[src/dpr_pkg.sv]
/*
  Constants, encodings and carrier types for the drive protection and restart controller.
  Assumes a 10 MHz clock and 32-bit APB data with one register per aligned word.
*/
package dpr_pkg;

  // Clock and time base; all times are held in 0.1 s ticks.
  localparam int unsigned CLK_HZ       = 10_000_000;
  localparam int unsigned TICK_MS      = 100;
  localparam int unsigned TICK_CYCLES  = CLK_HZ / 1000 * TICK_MS;

  // Register indexes; the byte address is four times the index.
  localparam logic [13:0] IDX_OL_MODEL_1   = 14'h0600;
  localparam logic [13:0] IDX_THERM_TIME_1 = 14'h0601;
  localparam logic [13:0] IDX_OL_MODEL_2   = 14'h0602;
  localparam logic [13:0] IDX_THERM_TIME_2 = 14'h0603;
  localparam logic [13:0] IDX_RESTART_LIM  = 14'h0604;
  localparam logic [13:0] IDX_WINDOW_TIME  = 14'h0605;
  localparam logic [13:0] IDX_AF_SEARCH    = 14'h0606;
  localparam logic [13:0] IDX_START_SEARCH = 14'h0607;
  localparam logic [13:0] IDX_RIDE_SEL     = 14'h0608;
  localparam logic [13:0] IDX_STATUS       = 14'h0610;

  // Overload model encodings.
  localparam logic [15:0] MODEL_CT  = 16'h0000;
  localparam logic [15:0] MODEL_VT  = 16'h0001;
  localparam logic [15:0] MODEL_OFF = 16'h0002;

  // Reset values and legal ranges.
  localparam logic [15:0] RST_OL_MODEL_1 = 16'h0001;
  localparam logic [15:0] RST_OL_MODEL_2 = 16'h0002;
  localparam logic [15:0] RST_THERM_TIME = 16'h0258;
  localparam logic [15:0] THERM_MIN      = 16'h012C;
  localparam logic [15:0] THERM_MAX      = 16'h1770;
  localparam logic [15:0] RST_LIMIT      = 16'h0000;
  localparam logic [15:0] LIMIT_MAX      = 16'h000A;
  localparam logic [15:0] RST_WINDOW     = 16'h0258;
  localparam logic [15:0] WINDOW_MAX     = 16'hEA60;
  localparam logic [15:0] RST_SEL        = 16'h0000;
  localparam logic [15:0] AF_SEL_MAX     = 16'h0002;
  localparam logic [15:0] START_SEL_MAX  = 16'h0003;
  localparam logic [15:0] RIDE_SEL_MAX   = 16'h0002;

  // Current limits in 0.1 % of rated current; frequency in 0.01 Hz.
  localparam logic [15:0] FULL_PCT   = 16'h03E8;
  localparam logic [15:0] VT_BASE    = 16'h0190;
  localparam logic [15:0] VT_SLOPE   = 16'h000C;
  localparam logic [15:0] FREQ_SCALE = 16'h0064;

  // Speed search start points requested of the power stage.
  localparam logic [2:0] SRCH_NONE     = 3'h0;
  localparam logic [2:0] SRCH_SPEEDREF = 3'h1;
  localparam logic [2:0] SRCH_MINFREQ  = 3'h2;
  localparam logic [2:0] SRCH_MAXFREQ  = 3'h3;
  localparam logic [2:0] SRCH_STARTUP  = 3'h4;
  localparam logic [2:0] SRCH_LASTCMD  = 3'h5;

  typedef enum logic [4:0] {
    ST_IDLE    = 5'b00001,
    ST_RUN     = 5'b00010,
    ST_RESTART = 5'b00100,
    ST_LOSS    = 5'b01000,
    ST_LOCK    = 5'b10000
  } dpr_state_t;

  typedef struct packed {
    logic [1:0][15:0] ol_model;
    logic [1:0][15:0] therm_time;
    logic [15:0]      restart_limit;
    logic [15:0]      window_time;
    logic [15:0]      after_fault_search_sel;
    logic [15:0]      start_search_sel;
    logic [15:0]      power_loss_ride_sel;
  } dpr_cfg_t;

  typedef struct packed {
    logic [15:0] out_freq;
    logic [15:0] motor_current;
    logic        motor_sel;
    logic        overcurrent_fault;
    logic        overvoltage_fault;
    logic        short_circuit_fault;
    logic        output_blocked_event;
    logic        supply_ok;
    logic        start_cmd;
    logic        reset_key;
  } dpr_drive_in_t;

  typedef struct packed {
    logic       output_enable;
    logic       motor1_overload_fault;
    logic       motor2_overload_fault;
    logic       locked;
    logic       search_req;
    logic [2:0] search_mode;
    logic       auto_restart;
  } dpr_drive_out_t;

endpackage

[src/dpr_ctrl.sv]
/*
  Drive protection and restart controller: thermal overload models for two motors,
  automatic restart counting within a fault window, speed search selection and
  momentary power loss handling, with an APB register slave.
  Assumes all drive inputs are synchronous to ref_clk_i and the APB master follows APB3.
*/
`timescale 1ns/100ps

// Function
// Motor 1 model: 0 CT, 1 VT, 2 off.
// CT allows 100 percent, 150 percent one minute.
// VT limit is 1.2 percent per Hz plus 40.
// Motor 1 thermal time 30 to 600 s.
// Default time gives 60 s at 150 percent.
// Trip time scales with thermal time over 60.
// Trip flags motor overload and removes output.
// Motor 2 model same encoding, default off.
// Motor 2 thermal time same as motor 1.
// Restart limit 0 to 10, default 0.
// Only overcurrent, overvoltage, short circuit restart.
// Limit zero means no automatic restart.
// Speed search per after-fault selector before restart.
// Count above limit locks until reset key.
// Window expiry clears the fault count.
// Fault window 0 to 6000 s, default 60.
// After-fault search: off, speed reference, minimum.
// Configuring party sets nonzero limit for restarts.
// Start search: off, maximum, start-up, minimum.
// Ride-through: off, last command, minimum frequency.
// Ride-through enabled resumes after supply returns.
// Ride-through off stops after power loss.
// Window starts at first fault, count compared inside.
module dpr_ctrl
  import dpr_pkg::*;
#(
  parameter int unsigned TICK_LEN = TICK_CYCLES
) (
  // Clock and reset.
  input  wire logic           ref_clk_i,
  input  wire logic           rst_n_i,
  // APB slave.
  input  wire logic           psel_i,
  input  wire logic           penable_i,
  input  wire logic           pwrite_i,
  input  wire logic [15:0]    paddr_i,
  input  wire logic [31:0]    pwdata_i,
  output logic      [31:0]    prdata_o,
  output logic                pready_o,
  output logic                pslverr_o,
  // Power stage and fault detectors.
  input  wire dpr_drive_in_t  drv_i,
  output dpr_drive_out_t      drv_o
);

  typedef struct packed {
    dpr_cfg_t         cfg;
    dpr_state_t       st;
    logic [3:0]       fault_cnt;
    logic             win_open;
    logic [15:0]      win_cnt;
    logic [19:0]      tick_cnt;
    logic [1:0][31:0] heat;
    logic [1:0]       ol_fault;
    logic             search_req;
    logic [2:0]       search_mode;
    logic             auto_restart;
    logic [31:0]      prdata;
    logic             slverr;
  } dpr_regs_t;

  localparam logic [19:0] TICK_LAST = 20'(TICK_LEN - 1);

  dpr_regs_t   q;
  dpr_regs_t   d;
  logic        tick;
  logic [31:0] vt_raw;
  logic [15:0] vt_lim;
  logic [1:0][15:0] lim;
  logic [1:0][31:0] thr;
  logic [1:0]  trip;
  logic        eligible;
  logic [3:0]  cnt_next;
  logic [13:0] idx;
  logic        idx_ok;
  logic        val_ok;
  logic [15:0] wval;
  logic [15:0] rval;

  function automatic logic [2:0] af_mode(input logic [15:0] sel);
    case (sel)
      16'h0001: af_mode = SRCH_SPEEDREF;
      16'h0002: af_mode = SRCH_MINFREQ;
      default:  af_mode = SRCH_NONE;
    endcase
  endfunction

  function automatic logic [2:0] start_mode(input logic [15:0] sel);
    case (sel)
      16'h0001: start_mode = SRCH_MAXFREQ;
      16'h0002: start_mode = SRCH_STARTUP;
      16'h0003: start_mode = SRCH_MINFREQ;
      default:  start_mode = SRCH_NONE;
    endcase
  endfunction

  function automatic logic [2:0] ride_mode(input logic [15:0] sel);
    case (sel)
      16'h0001: ride_mode = SRCH_LASTCMD;
      16'h0002: ride_mode = SRCH_MINFREQ;
      default:  ride_mode = SRCH_NONE;
    endcase
  endfunction

  // Variable-torque derating, capped at full rated current.
  assign vt_raw = (32'(drv_i.out_freq) * 32'(VT_SLOPE)) / 32'(FREQ_SCALE)
                  + 32'(VT_BASE);
  assign vt_lim = (vt_raw > 32'(FULL_PCT)) ? FULL_PCT : vt_raw[15:0];

  // Per-motor allowed current and trip threshold.
  always_comb begin
    for (int m = 0; m < 2; m++) begin
      lim[m] = (q.cfg.ol_model[m] == MODEL_VT) ? vt_lim : FULL_PCT;  // see
      // At 150 percent of the limit the excess is half the limit per tick.
      thr[m] = (32'(lim[m]) * 32'(q.cfg.therm_time[m])) >> 1;  // see see
      trip[m] = (q.cfg.ol_model[m] != MODEL_OFF) && (q.heat[m] >= thr[m]);  // see
    end
  end

  assign eligible = drv_i.overcurrent_fault | drv_i.overvoltage_fault
                    | drv_i.short_circuit_fault;
  assign cnt_next = !q.win_open ? 4'h1 : (q.fault_cnt == 4'hF) ? 4'hF : q.fault_cnt + 4'h1;

  // Register decode and write range check.
  assign idx    = paddr_i[15:2];
  assign wval   = pwdata_i[15:0];
  assign idx_ok = (paddr_i[1:0] == 2'b00)
                  && (((idx >= IDX_OL_MODEL_1) && (idx <= IDX_RIDE_SEL)) || (idx == IDX_STATUS));

  always_comb begin
    val_ok = 1'b0;
    rval   = 16'h0000;
    case (idx)
      IDX_OL_MODEL_1: begin
        val_ok = wval <= MODEL_OFF;
        rval   = q.cfg.ol_model[0];
      end
      IDX_OL_MODEL_2: begin
        val_ok = wval <= MODEL_OFF;
        rval   = q.cfg.ol_model[1];
      end
      IDX_THERM_TIME_1: begin
        val_ok = (wval >= THERM_MIN) && (wval <= THERM_MAX);
        rval   = q.cfg.therm_time[0];
      end
      IDX_THERM_TIME_2: begin
        val_ok = (wval >= THERM_MIN) && (wval <= THERM_MAX);
        rval   = q.cfg.therm_time[1];
      end
      IDX_RESTART_LIM: begin
        val_ok = wval <= LIMIT_MAX;
        rval   = q.cfg.restart_limit;
      end
      IDX_WINDOW_TIME: begin
        val_ok = wval <= WINDOW_MAX;
        rval   = q.cfg.window_time;
      end
      IDX_AF_SEARCH: begin
        val_ok = wval <= AF_SEL_MAX;
        rval   = q.cfg.after_fault_search_sel;
      end
      IDX_START_SEARCH: begin
        val_ok = wval <= START_SEL_MAX;
        rval   = q.cfg.start_search_sel;
      end
      IDX_RIDE_SEL: begin
        val_ok = wval <= RIDE_SEL_MAX;
        rval   = q.cfg.power_loss_ride_sel;
      end
      IDX_STATUS: begin
        val_ok = 1'b0;
        rval   = {q.st, q.win_open, q.fault_cnt, q.search_mode, 1'b0, q.ol_fault};
      end
      default: begin
        val_ok = 1'b0;
        rval   = 16'h0000;
      end
    endcase
  end

  always_comb begin
    d              = q;
    d.search_req   = 1'b0;
    d.auto_restart = 1'b0;
    tick           = (q.tick_cnt == TICK_LAST);
    d.tick_cnt     = tick ? 20'h00000 : q.tick_cnt + 20'h00001;

    // Bus: the answer is prepared in the setup cycle, the write lands in the access cycle.
    if (psel_i && !penable_i) begin
      d.prdata = (idx_ok && !pwrite_i) ? {16'h0000, rval} : 32'h00000000;
      d.slverr = !idx_ok || (pwrite_i && !val_ok);
    end
    if (psel_i && penable_i && pwrite_i && !q.slverr) begin
      case (idx)
        IDX_OL_MODEL_1:   d.cfg.ol_model[0]             = wval;
        IDX_OL_MODEL_2:   d.cfg.ol_model[1]             = wval;
        IDX_THERM_TIME_1: d.cfg.therm_time[0]           = wval;
        IDX_THERM_TIME_2: d.cfg.therm_time[1]           = wval;
        IDX_RESTART_LIM:  d.cfg.restart_limit           = wval;
        IDX_WINDOW_TIME:  d.cfg.window_time             = wval;
        IDX_AF_SEARCH:    d.cfg.after_fault_search_sel  = wval;
        IDX_START_SEARCH: d.cfg.start_search_sel        = wval;
        IDX_RIDE_SEL:     d.cfg.power_loss_ride_sel     = wval;
        default:          d.cfg                         = q.cfg;
      endcase
    end

    // Thermal integration on the running motor; cools down while within its limit.
    for (int m = 0; m < 2; m++) begin
      if (q.cfg.ol_model[m] == MODEL_OFF) begin
        d.heat[m] = 32'h00000000;
      end else if (tick && (q.st == ST_RUN) && (drv_i.motor_sel == m[0])) begin
        if (drv_i.motor_current > lim[m]) begin
          d.heat[m] = q.heat[m] + 32'(drv_i.motor_current - lim[m]);  // see
        end else if (q.heat[m] > 32'(lim[m] - drv_i.motor_current)) begin
          d.heat[m] = q.heat[m] - 32'(lim[m] - drv_i.motor_current);
        end else begin
          d.heat[m] = 32'h00000000;
        end
      end
    end

    // Fault window: opens at the first eligible fault and clears the count on expiry.
    if (q.win_open && tick) begin
      if (q.win_cnt >= q.cfg.window_time) begin
        d.win_open  = 1'b0;
        d.fault_cnt = 4'h0;
      end else begin
        d.win_cnt = q.win_cnt + 16'h0001;
      end
    end

    unique case (q.st)
      ST_IDLE: begin
        if (drv_i.start_cmd) begin
          d.st          = ST_RESTART;
          d.search_req  = start_mode(q.cfg.start_search_sel) != SRCH_NONE;
          d.search_mode = start_mode(q.cfg.start_search_sel);
        end
      end
      ST_RUN: begin
        if (trip != 2'b00) begin
          d.ol_fault = q.ol_fault | trip;
          d.st       = ST_LOCK;
        end else if (eligible) begin
          d.fault_cnt = cnt_next;
          d.win_open  = 1'b1;
          if (!q.win_open) begin
            d.win_cnt = 16'h0000;
          end
          if ((q.cfg.restart_limit == 16'h0000)
              || (16'(cnt_next) > q.cfg.restart_limit)) begin
            d.st = ST_LOCK;  // see see
          end else begin
            d.st           = ST_RESTART;
            d.auto_restart = 1'b1;
            d.search_req   = af_mode(q.cfg.after_fault_search_sel) != SRCH_NONE;
            d.search_mode  = af_mode(q.cfg.after_fault_search_sel);
          end
        end else if (!drv_i.supply_ok) begin
          d.st = (q.cfg.power_loss_ride_sel == RST_SEL) ? ST_IDLE : ST_LOSS;
        end else if (drv_i.output_blocked_event) begin
          d.st          = ST_RESTART;
          d.search_req  = af_mode(q.cfg.after_fault_search_sel) != SRCH_NONE;
          d.search_mode = af_mode(q.cfg.after_fault_search_sel);
        end
      end
      ST_RESTART: begin
        d.st = ST_RUN;
      end
      ST_LOSS: begin
        if (drv_i.supply_ok) begin
          d.st          = ST_RESTART;
          d.search_req  = 1'b1;
          d.search_mode = ride_mode(q.cfg.power_loss_ride_sel);
        end
      end
      ST_LOCK: begin
        if (drv_i.reset_key) begin
          d.st        = ST_IDLE;
          d.ol_fault  = 2'b00;
          d.fault_cnt = 4'h0;
          d.win_open  = 1'b0;
        end
      end
      default: begin
        d.st = ST_LOCK;
      end
    endcase
  end

  always_ff @(posedge ref_clk_i or negedge rst_n_i) begin
    if (!rst_n_i) begin
      q                            <= '0;
      q.st                         <= ST_IDLE;
      q.cfg.ol_model[0]            <= RST_OL_MODEL_1;
      q.cfg.ol_model[1]            <= RST_OL_MODEL_2;
      q.cfg.therm_time[0]          <= RST_THERM_TIME;
      q.cfg.therm_time[1]          <= RST_THERM_TIME;
      q.cfg.restart_limit          <= RST_LIMIT;
      q.cfg.window_time            <= RST_WINDOW;
      q.cfg.after_fault_search_sel <= RST_SEL;
      q.cfg.start_search_sel       <= RST_SEL;
      q.cfg.power_loss_ride_sel    <= RST_SEL;
    end else begin
      q <= d;
    end
  end

  assign pready_o                    = 1'b1;
  assign prdata_o                    = q.prdata;
  assign pslverr_o                   = psel_i & penable_i & q.slverr;
  assign drv_o.output_enable         = (q.st == ST_RUN);
  assign drv_o.motor1_overload_fault = q.ol_fault[0];
  assign drv_o.motor2_overload_fault = q.ol_fault[1];
  assign drv_o.locked                = (q.st == ST_LOCK);
  assign drv_o.search_req            = q.search_req;
  assign drv_o.search_mode           = q.search_mode;
  assign drv_o.auto_restart          = q.auto_restart;
endmodule

[config.mk]
export PLATFORM = sky130hd
export DESIGN_NAME = dpr_ctrl
export DESIGN_NICKNAME = d
export VERILOG_FILES = /design/src/dpr_pkg.sv /design/src/dpr_ctrl.sv
export SDC_FILE = /design/constraint.sdc
export NUM_CORES = 2
export LEC_CHECK = 0
export ABC_AREA = 1
export BUFFER_PORTS_ARGS = -buffer_cell sky130_fd_sc_hd__buf_2
export CELL_PAD_IN_SITES_DETAIL_PLACEMENT = 2
export CELL_PAD_IN_SITES_GLOBAL_PLACEMENT = 2
export CORE_ASPECT_RATIO = 1.1
export CORE_MARGIN = 2
export CORE_UTILIZATION = 39
export DETAILED_ROUTE_END_ITERATION = 6
export PLACE_DENSITY_LB_ADDON = 0.1
export SETUP_SLACK_MARGIN = 0.15
export SKIP_CTS_REPAIR_TIMING = 1
export SYNTH_ARGS = -nofsm -noshare
export SYNTH_HDL_FRONTEND = slang
export SYNTH_SLANG_ARGS = --single-unit
[constraint.sdc]
create_clock -name ref_clk_i -period 13 [get_ports ref_clk_i]
set_input_delay 0.65 -clock ref_clk_i [delete_from_list [all_inputs] [get_ports ref_clk_i]]
set_output_delay 0.65 -clock ref_clk_i [all_outputs]
set_load 0.01 [all_outputs]
==> results of run 1 <==
==> metrics by stage <==
| step | area [sq um] | setup WS, ns |
|---|---|---|
| CTS | 50600 | -4.48 |
| detailed placement | 49300 | -4.61 |
| global placement | 49300 | -2.83 |
| floorplan | 42800 | -1.52 |
==> logic make-up after synthesis <==
logic type / share of synthesized area, %
fa+ha+maj: 33.1
flops: 16.8
compound gates: 14.1
buf+inv: 12.6
simple gates: 19.3
other cells: 0.0180
xor+xnor: 4.06
==> cell usage after synthesis (5+ instances only) <==
master	n	area, sq um
clkinv_1	8	30.0
nand3_2	18	180
nand4_1	73	457
or2_2	23	144
a21oi_1	378	1890
a211oi_1	11	82.6
o211ai_1	11	82.6
nor2_2	8	50.1
inv_1	1069	4010
o32ai_1	24	210
o221ai_1	13	114
nand3_4	5	87.6
a221oi_1	38	333
nor3_1	44	220
o22ai_1	40	250
xor2_1	110	963
nor2_1	307	1150
o2bb2ai_1	5	43.8
o21a_1	25	188
inv_2	51	191
buf_2	26	130
nor4_1	42	263
o2111ai_1	10	87.6
o21ai_1	12	60.1
nand2_1	1004	3770
nand2_4	8	90.1
dfrtp_1	263	6580
ha_1	508	6360
nand3_1	235	1180
a21o_1	19	143
o21ai_0	356	1780
o21bai_1	25	188
o31ai_1	10	75.1
buf_4	52	390
fa_1	371	7430
clkbuf_1	108	405
nand2_2	44	275
a31oi_1	22	138
xnor2_1	83	727
dfstp_2	15	394
==> metal layers <==
layer	GRT overflow	global-route usage [%]
met2	134	93.9
met4	144	82.1
met3	4	56.5
met1	0	70.8
met5	0	20.1
==> summary.txt, run 1 <==
Clock tree
  – CTS H-tree depth: 2
  – Root buffer cell: clkbuf_16
  – Number of CTS-inserted buffers: 38
  – Max Buffers Root-to-Sink: 3
  – Clock Sink Count: 278

Run status
  – Status: did not finish
  – Fail Step: global routing
  – Tool error: [ERROR GRT-0232] Routing congestion too high. Check the congestion heatmap in the GUI.

Place
  – GPL Wtd Cong: 0.886
  – Port Buffers: 102
  – DP Cell Count: 7725
  – Placed wire-length estimate: 156000 um

Synthesis
  – Ys Warns: 0
  – Post-Synthesis Cells: 5531
  – Seq/Total Area, Yosys: 16.8%
  – Top_reg_cell synth: dfrtp_1
  – EDFF count, synth: 0
  – Synth cell types: 67
  – #FFs+latches synth: 278
  – Async SR Flop Fraction: 100%
  – Avg Synthesized Cell Area: 7.53 sq um
  – Mapped Area: 41600 sq um

GRT
  – Initial antenna violation count: 34
  – Largest net degree at the start of global routing: 83
  – Tot GR Track Use: 74.4%
  – Overflow after GRT: 282

Die
  – Height of the chip: 347 um
  – Initial Util: 39.4%
  – I/O pins: 136
  – Cell Rows: 125
  – Die W: 316 um

Timing
  – Crit. endpoint post-GRT repair: q[130]$_DFF_PN0_/D
  – Worst EP Category: sequential cell input
==> run 2: changes to the inputs <==
CELL_PAD_IN_SITES_DETAIL_PLACEMENT = default   (was 2)
CELL_PAD_IN_SITES_GLOBAL_PLACEMENT = default   (was 2)
CORE_ASPECT_RATIO = default   (was 1.1)
CORE_UTILIZATION = 40   (was 39)
PLACE_DENSITY_LB_ADDON = 0.15   (was 0.1)
SETUP_SLACK_MARGIN = default   (was 0.15)
==> run 2 against run 1 <==
Compared with the run above:
- the flow now finishes, with violations (setup timing)
- synthesized cell count unchanged
- synthesized area unchanged
==> summary.txt, run 2 <==
Timing
  – Final worst path period need: 15.10 ns
  – RSZ-0062 raised after global routing: yes
  – Final Cycle Share: 116%
  – Actual slew at the worst max-slew pin: 1.19 ns
  – Final setup violation count: 39
  – Final Hold Violating Endpoints: 0
  – Rel. slew slack: 19.8%
  – Pins Over Slew Limit: 0
  – Setup WS post-layout: -2.10 ns
  – Final Skew: 0.0527 ns
  – Peak Freq: 66.2 MHz
  – Final Hold Slack: 0.0408 ns

Routing
  – 1st-iter DRT viols: 2198
  – Post-route DRC: 0
  – WL per Instance: 15.9 um
  – Via count: 38789
  – Avg Vias per Cell: 4.95
  – Drt pass-1 iters: 6
  – Post-Route WL: 124000 um
  – ANT nets after route: 0

Worst setup path
  – Setup crit end kind: register
  – Crit path top cell by count: nand2_4
  – Req. time, crit path: 13.45 ns
  – Crit path DAT: 15.54 ns
  – Critical path's largest stage delay: 0.55 ns
  – Setup crit start kind: input port
  – CP Max Fanout: 8
  – Crit path kind: in -> reg
  – CP max-delay cell: fa_1

Synthesis
  – Mapped Area: 41600 sq um (unchanged)
  – #FFs+latches synth: 278 (unchanged)
  – Most common cell in the synthesized netlist: inv_1
  – Top_reg_cell synth: dfrtp_1
  – Synth area leaders: fa_1 (18%), dfrtp_1 (16%), ha_1 (15%), inv_1 (9.6%), nand2_1 (9.1%)
  – EDFF count, synth: 0 (unchanged)
  – Synth cell types: 67 (unchanged)
  – Seq/Total Area, Yosys: 16.8% (unchanged)
  – Avg Synthesized Cell Area: 7.53 sq um (unchanged)
  – Async SR Flop Fraction: 100% (unchanged)
  – Largest area contributor in the netlist: fa_1
  – Post-Synthesis Cells: 5531 (unchanged)
  – Post-synth top area share: 17.8% (unchanged)
  – Top cells by instance count after synthesis: inv_1 (1069), nand2_1 (1004), ha_1 (508)
  – Ys Warns: 0 (unchanged)

Final layout
  – Most frequent cells in the layout: inv_1 (1029), nand2_1 (900), buf_4 (715)
  – Layout cells sized above 1: 23.5%
  – Final std cells w/o fill: 7833
  – Post-route cell area: 53000 sq um
  – Register with the most flip-flops: q
  – Most common cell after layout, fill and taps aside: inv_1
  – Nets: 7392
  – Max FFs per register: 255
  – Synthesis-to-finish area growth: 27.2%

GRT
  – Vias in the first global route: 38037
  – Overflow after GRT: 0
  – Largest net degree at the start of global routing: 100
  – Tot GR Track Use: 23.1%
  – Initial antenna violation count: 7
  – First-pass GRT wire length: 201000 um

Clock tree
  – Max Buffers Root-to-Sink: 3 (unchanged)
  – Clock Latency Late Sink: 0.59 ns
  – Number of CTS-inserted buffers: 36 (-5.3%)
  – Clock Sink Count: 278 (unchanged)
  – Root buffer cell: clkbuf_16
  – CTS tree: done
  – Worst-path clk slew: 0.06 ns
  – CTS H-tree depth: 2 (unchanged)

Worst hold path
  – Hold Crit Class: in -> async

Die
  – Core region area: 103000 sq um
  – Initial Util: 40.3% (+0.91 points)
  – Cell Rows: 118 (-5.6%)
  – Height of the chip: 327 um (-5.8%)
  – Die W: 327 um (+3.5%)
  – I/O pins: 136 (unchanged)
  – Die area: 107000 sq um

Flow run
  – Max-Cap Viols: 0

Run status
  – Failing checks: setup timing
  – Status: complete, but fails checks

Place
  – DP Cell Count: 7680 (-0.58%)
  – Placed wire-length estimate: 101000 um (-35%)
  – GPL Wtd Cong: 0.884 (-0.29%)
  – Port Buffers: 102 (unchanged)
  – DP Area: 49100 sq um (-0.47%)
## run 2: final timing paths
kind / endpoint / start / slack, ns / cells past startpoint
max: q[127] / drv_i[25] / -2.10 / 119
max in group asynchronous: prdata_o[0] / rst_n_i / 11.40 / 2
min in group ref_clk_i: q[149] / drv_i[0] / 0.32 / 2
min: q[69] / rst_n_i / 0.04 / 1
max reg2reg: q[127] / q[282] / 3.25 / 55
min reg2reg: q[104] / q[104] / 0.46 / 1
## run 2: cell families (layout without fill, tap and decap cells)
logic type               after synthesis  after routing  synth area share (%)
other                                  2            204                0.0180
adder cells (fa/ha/maj)              879            879                  33.1
XOR/XNOR                             193            193                  4.06
buffers and inverters               1326           2046                  12.6
flip-flops                           278            278                  16.8
AND/OR/NAND/NOR                     1829           1829                  19.3
AO/OA/AOI/OAI                       1024           1024                  14.1
## run 2: stage by stage
step / TNS, ns / utilization (%) / setup WS (ns)
after global placement: -99.78 / 47.5 / -2.78
final: -66.52 / 51.3 / -2.10
after CTS: -81.50 / 48.7 / -2.46
after global routing: -118.74 / 51.3 / -3.18
after floorplan: -44.15 / - / -1.52
after detailed placement: -109.84 / 47.5 / -2.98
## run 2: worst max-delay path, delay by kind of cell
kind	cells	cell delay [ns]
AO/OA/AOI/OAI	16	2.29
XOR/XNOR	1	0.13
adder cells (fa/ha/maj)	10	4.00
buffers and inverters	16	1.47
AND/OR/NAND/NOR	76	6.94
## run 2: layout make-up
class | instances | area (sq um)
diodes | 5 | 12.5
clock buffers | 47 | 1010
clock inverters | 19 | 190
fillers | 10266 | 50400
inverters | 1129 | 4250
multi-input cells | 4124 | 32400
flip-flops and latches | 278 | 6980
well taps | 1380 | 1730
repair buffers | 851 | 6390
## run 2: metal layers
metal / vias to the layer above / global-route usage [%] / part of all wire [%]
met5: - / 0 / 0
met4: 0 / 4.19 / 1.8
met3: 150 / 1.83 / 3.9
met2: 713 / 38.7 / 48
met1: 18523 / 32.8 / 46
li1: 19403 / - / -
Power of run 2 is not shown: default switching activity piles up to over one toggle a cycle in this logic, so the estimate is an artifact.
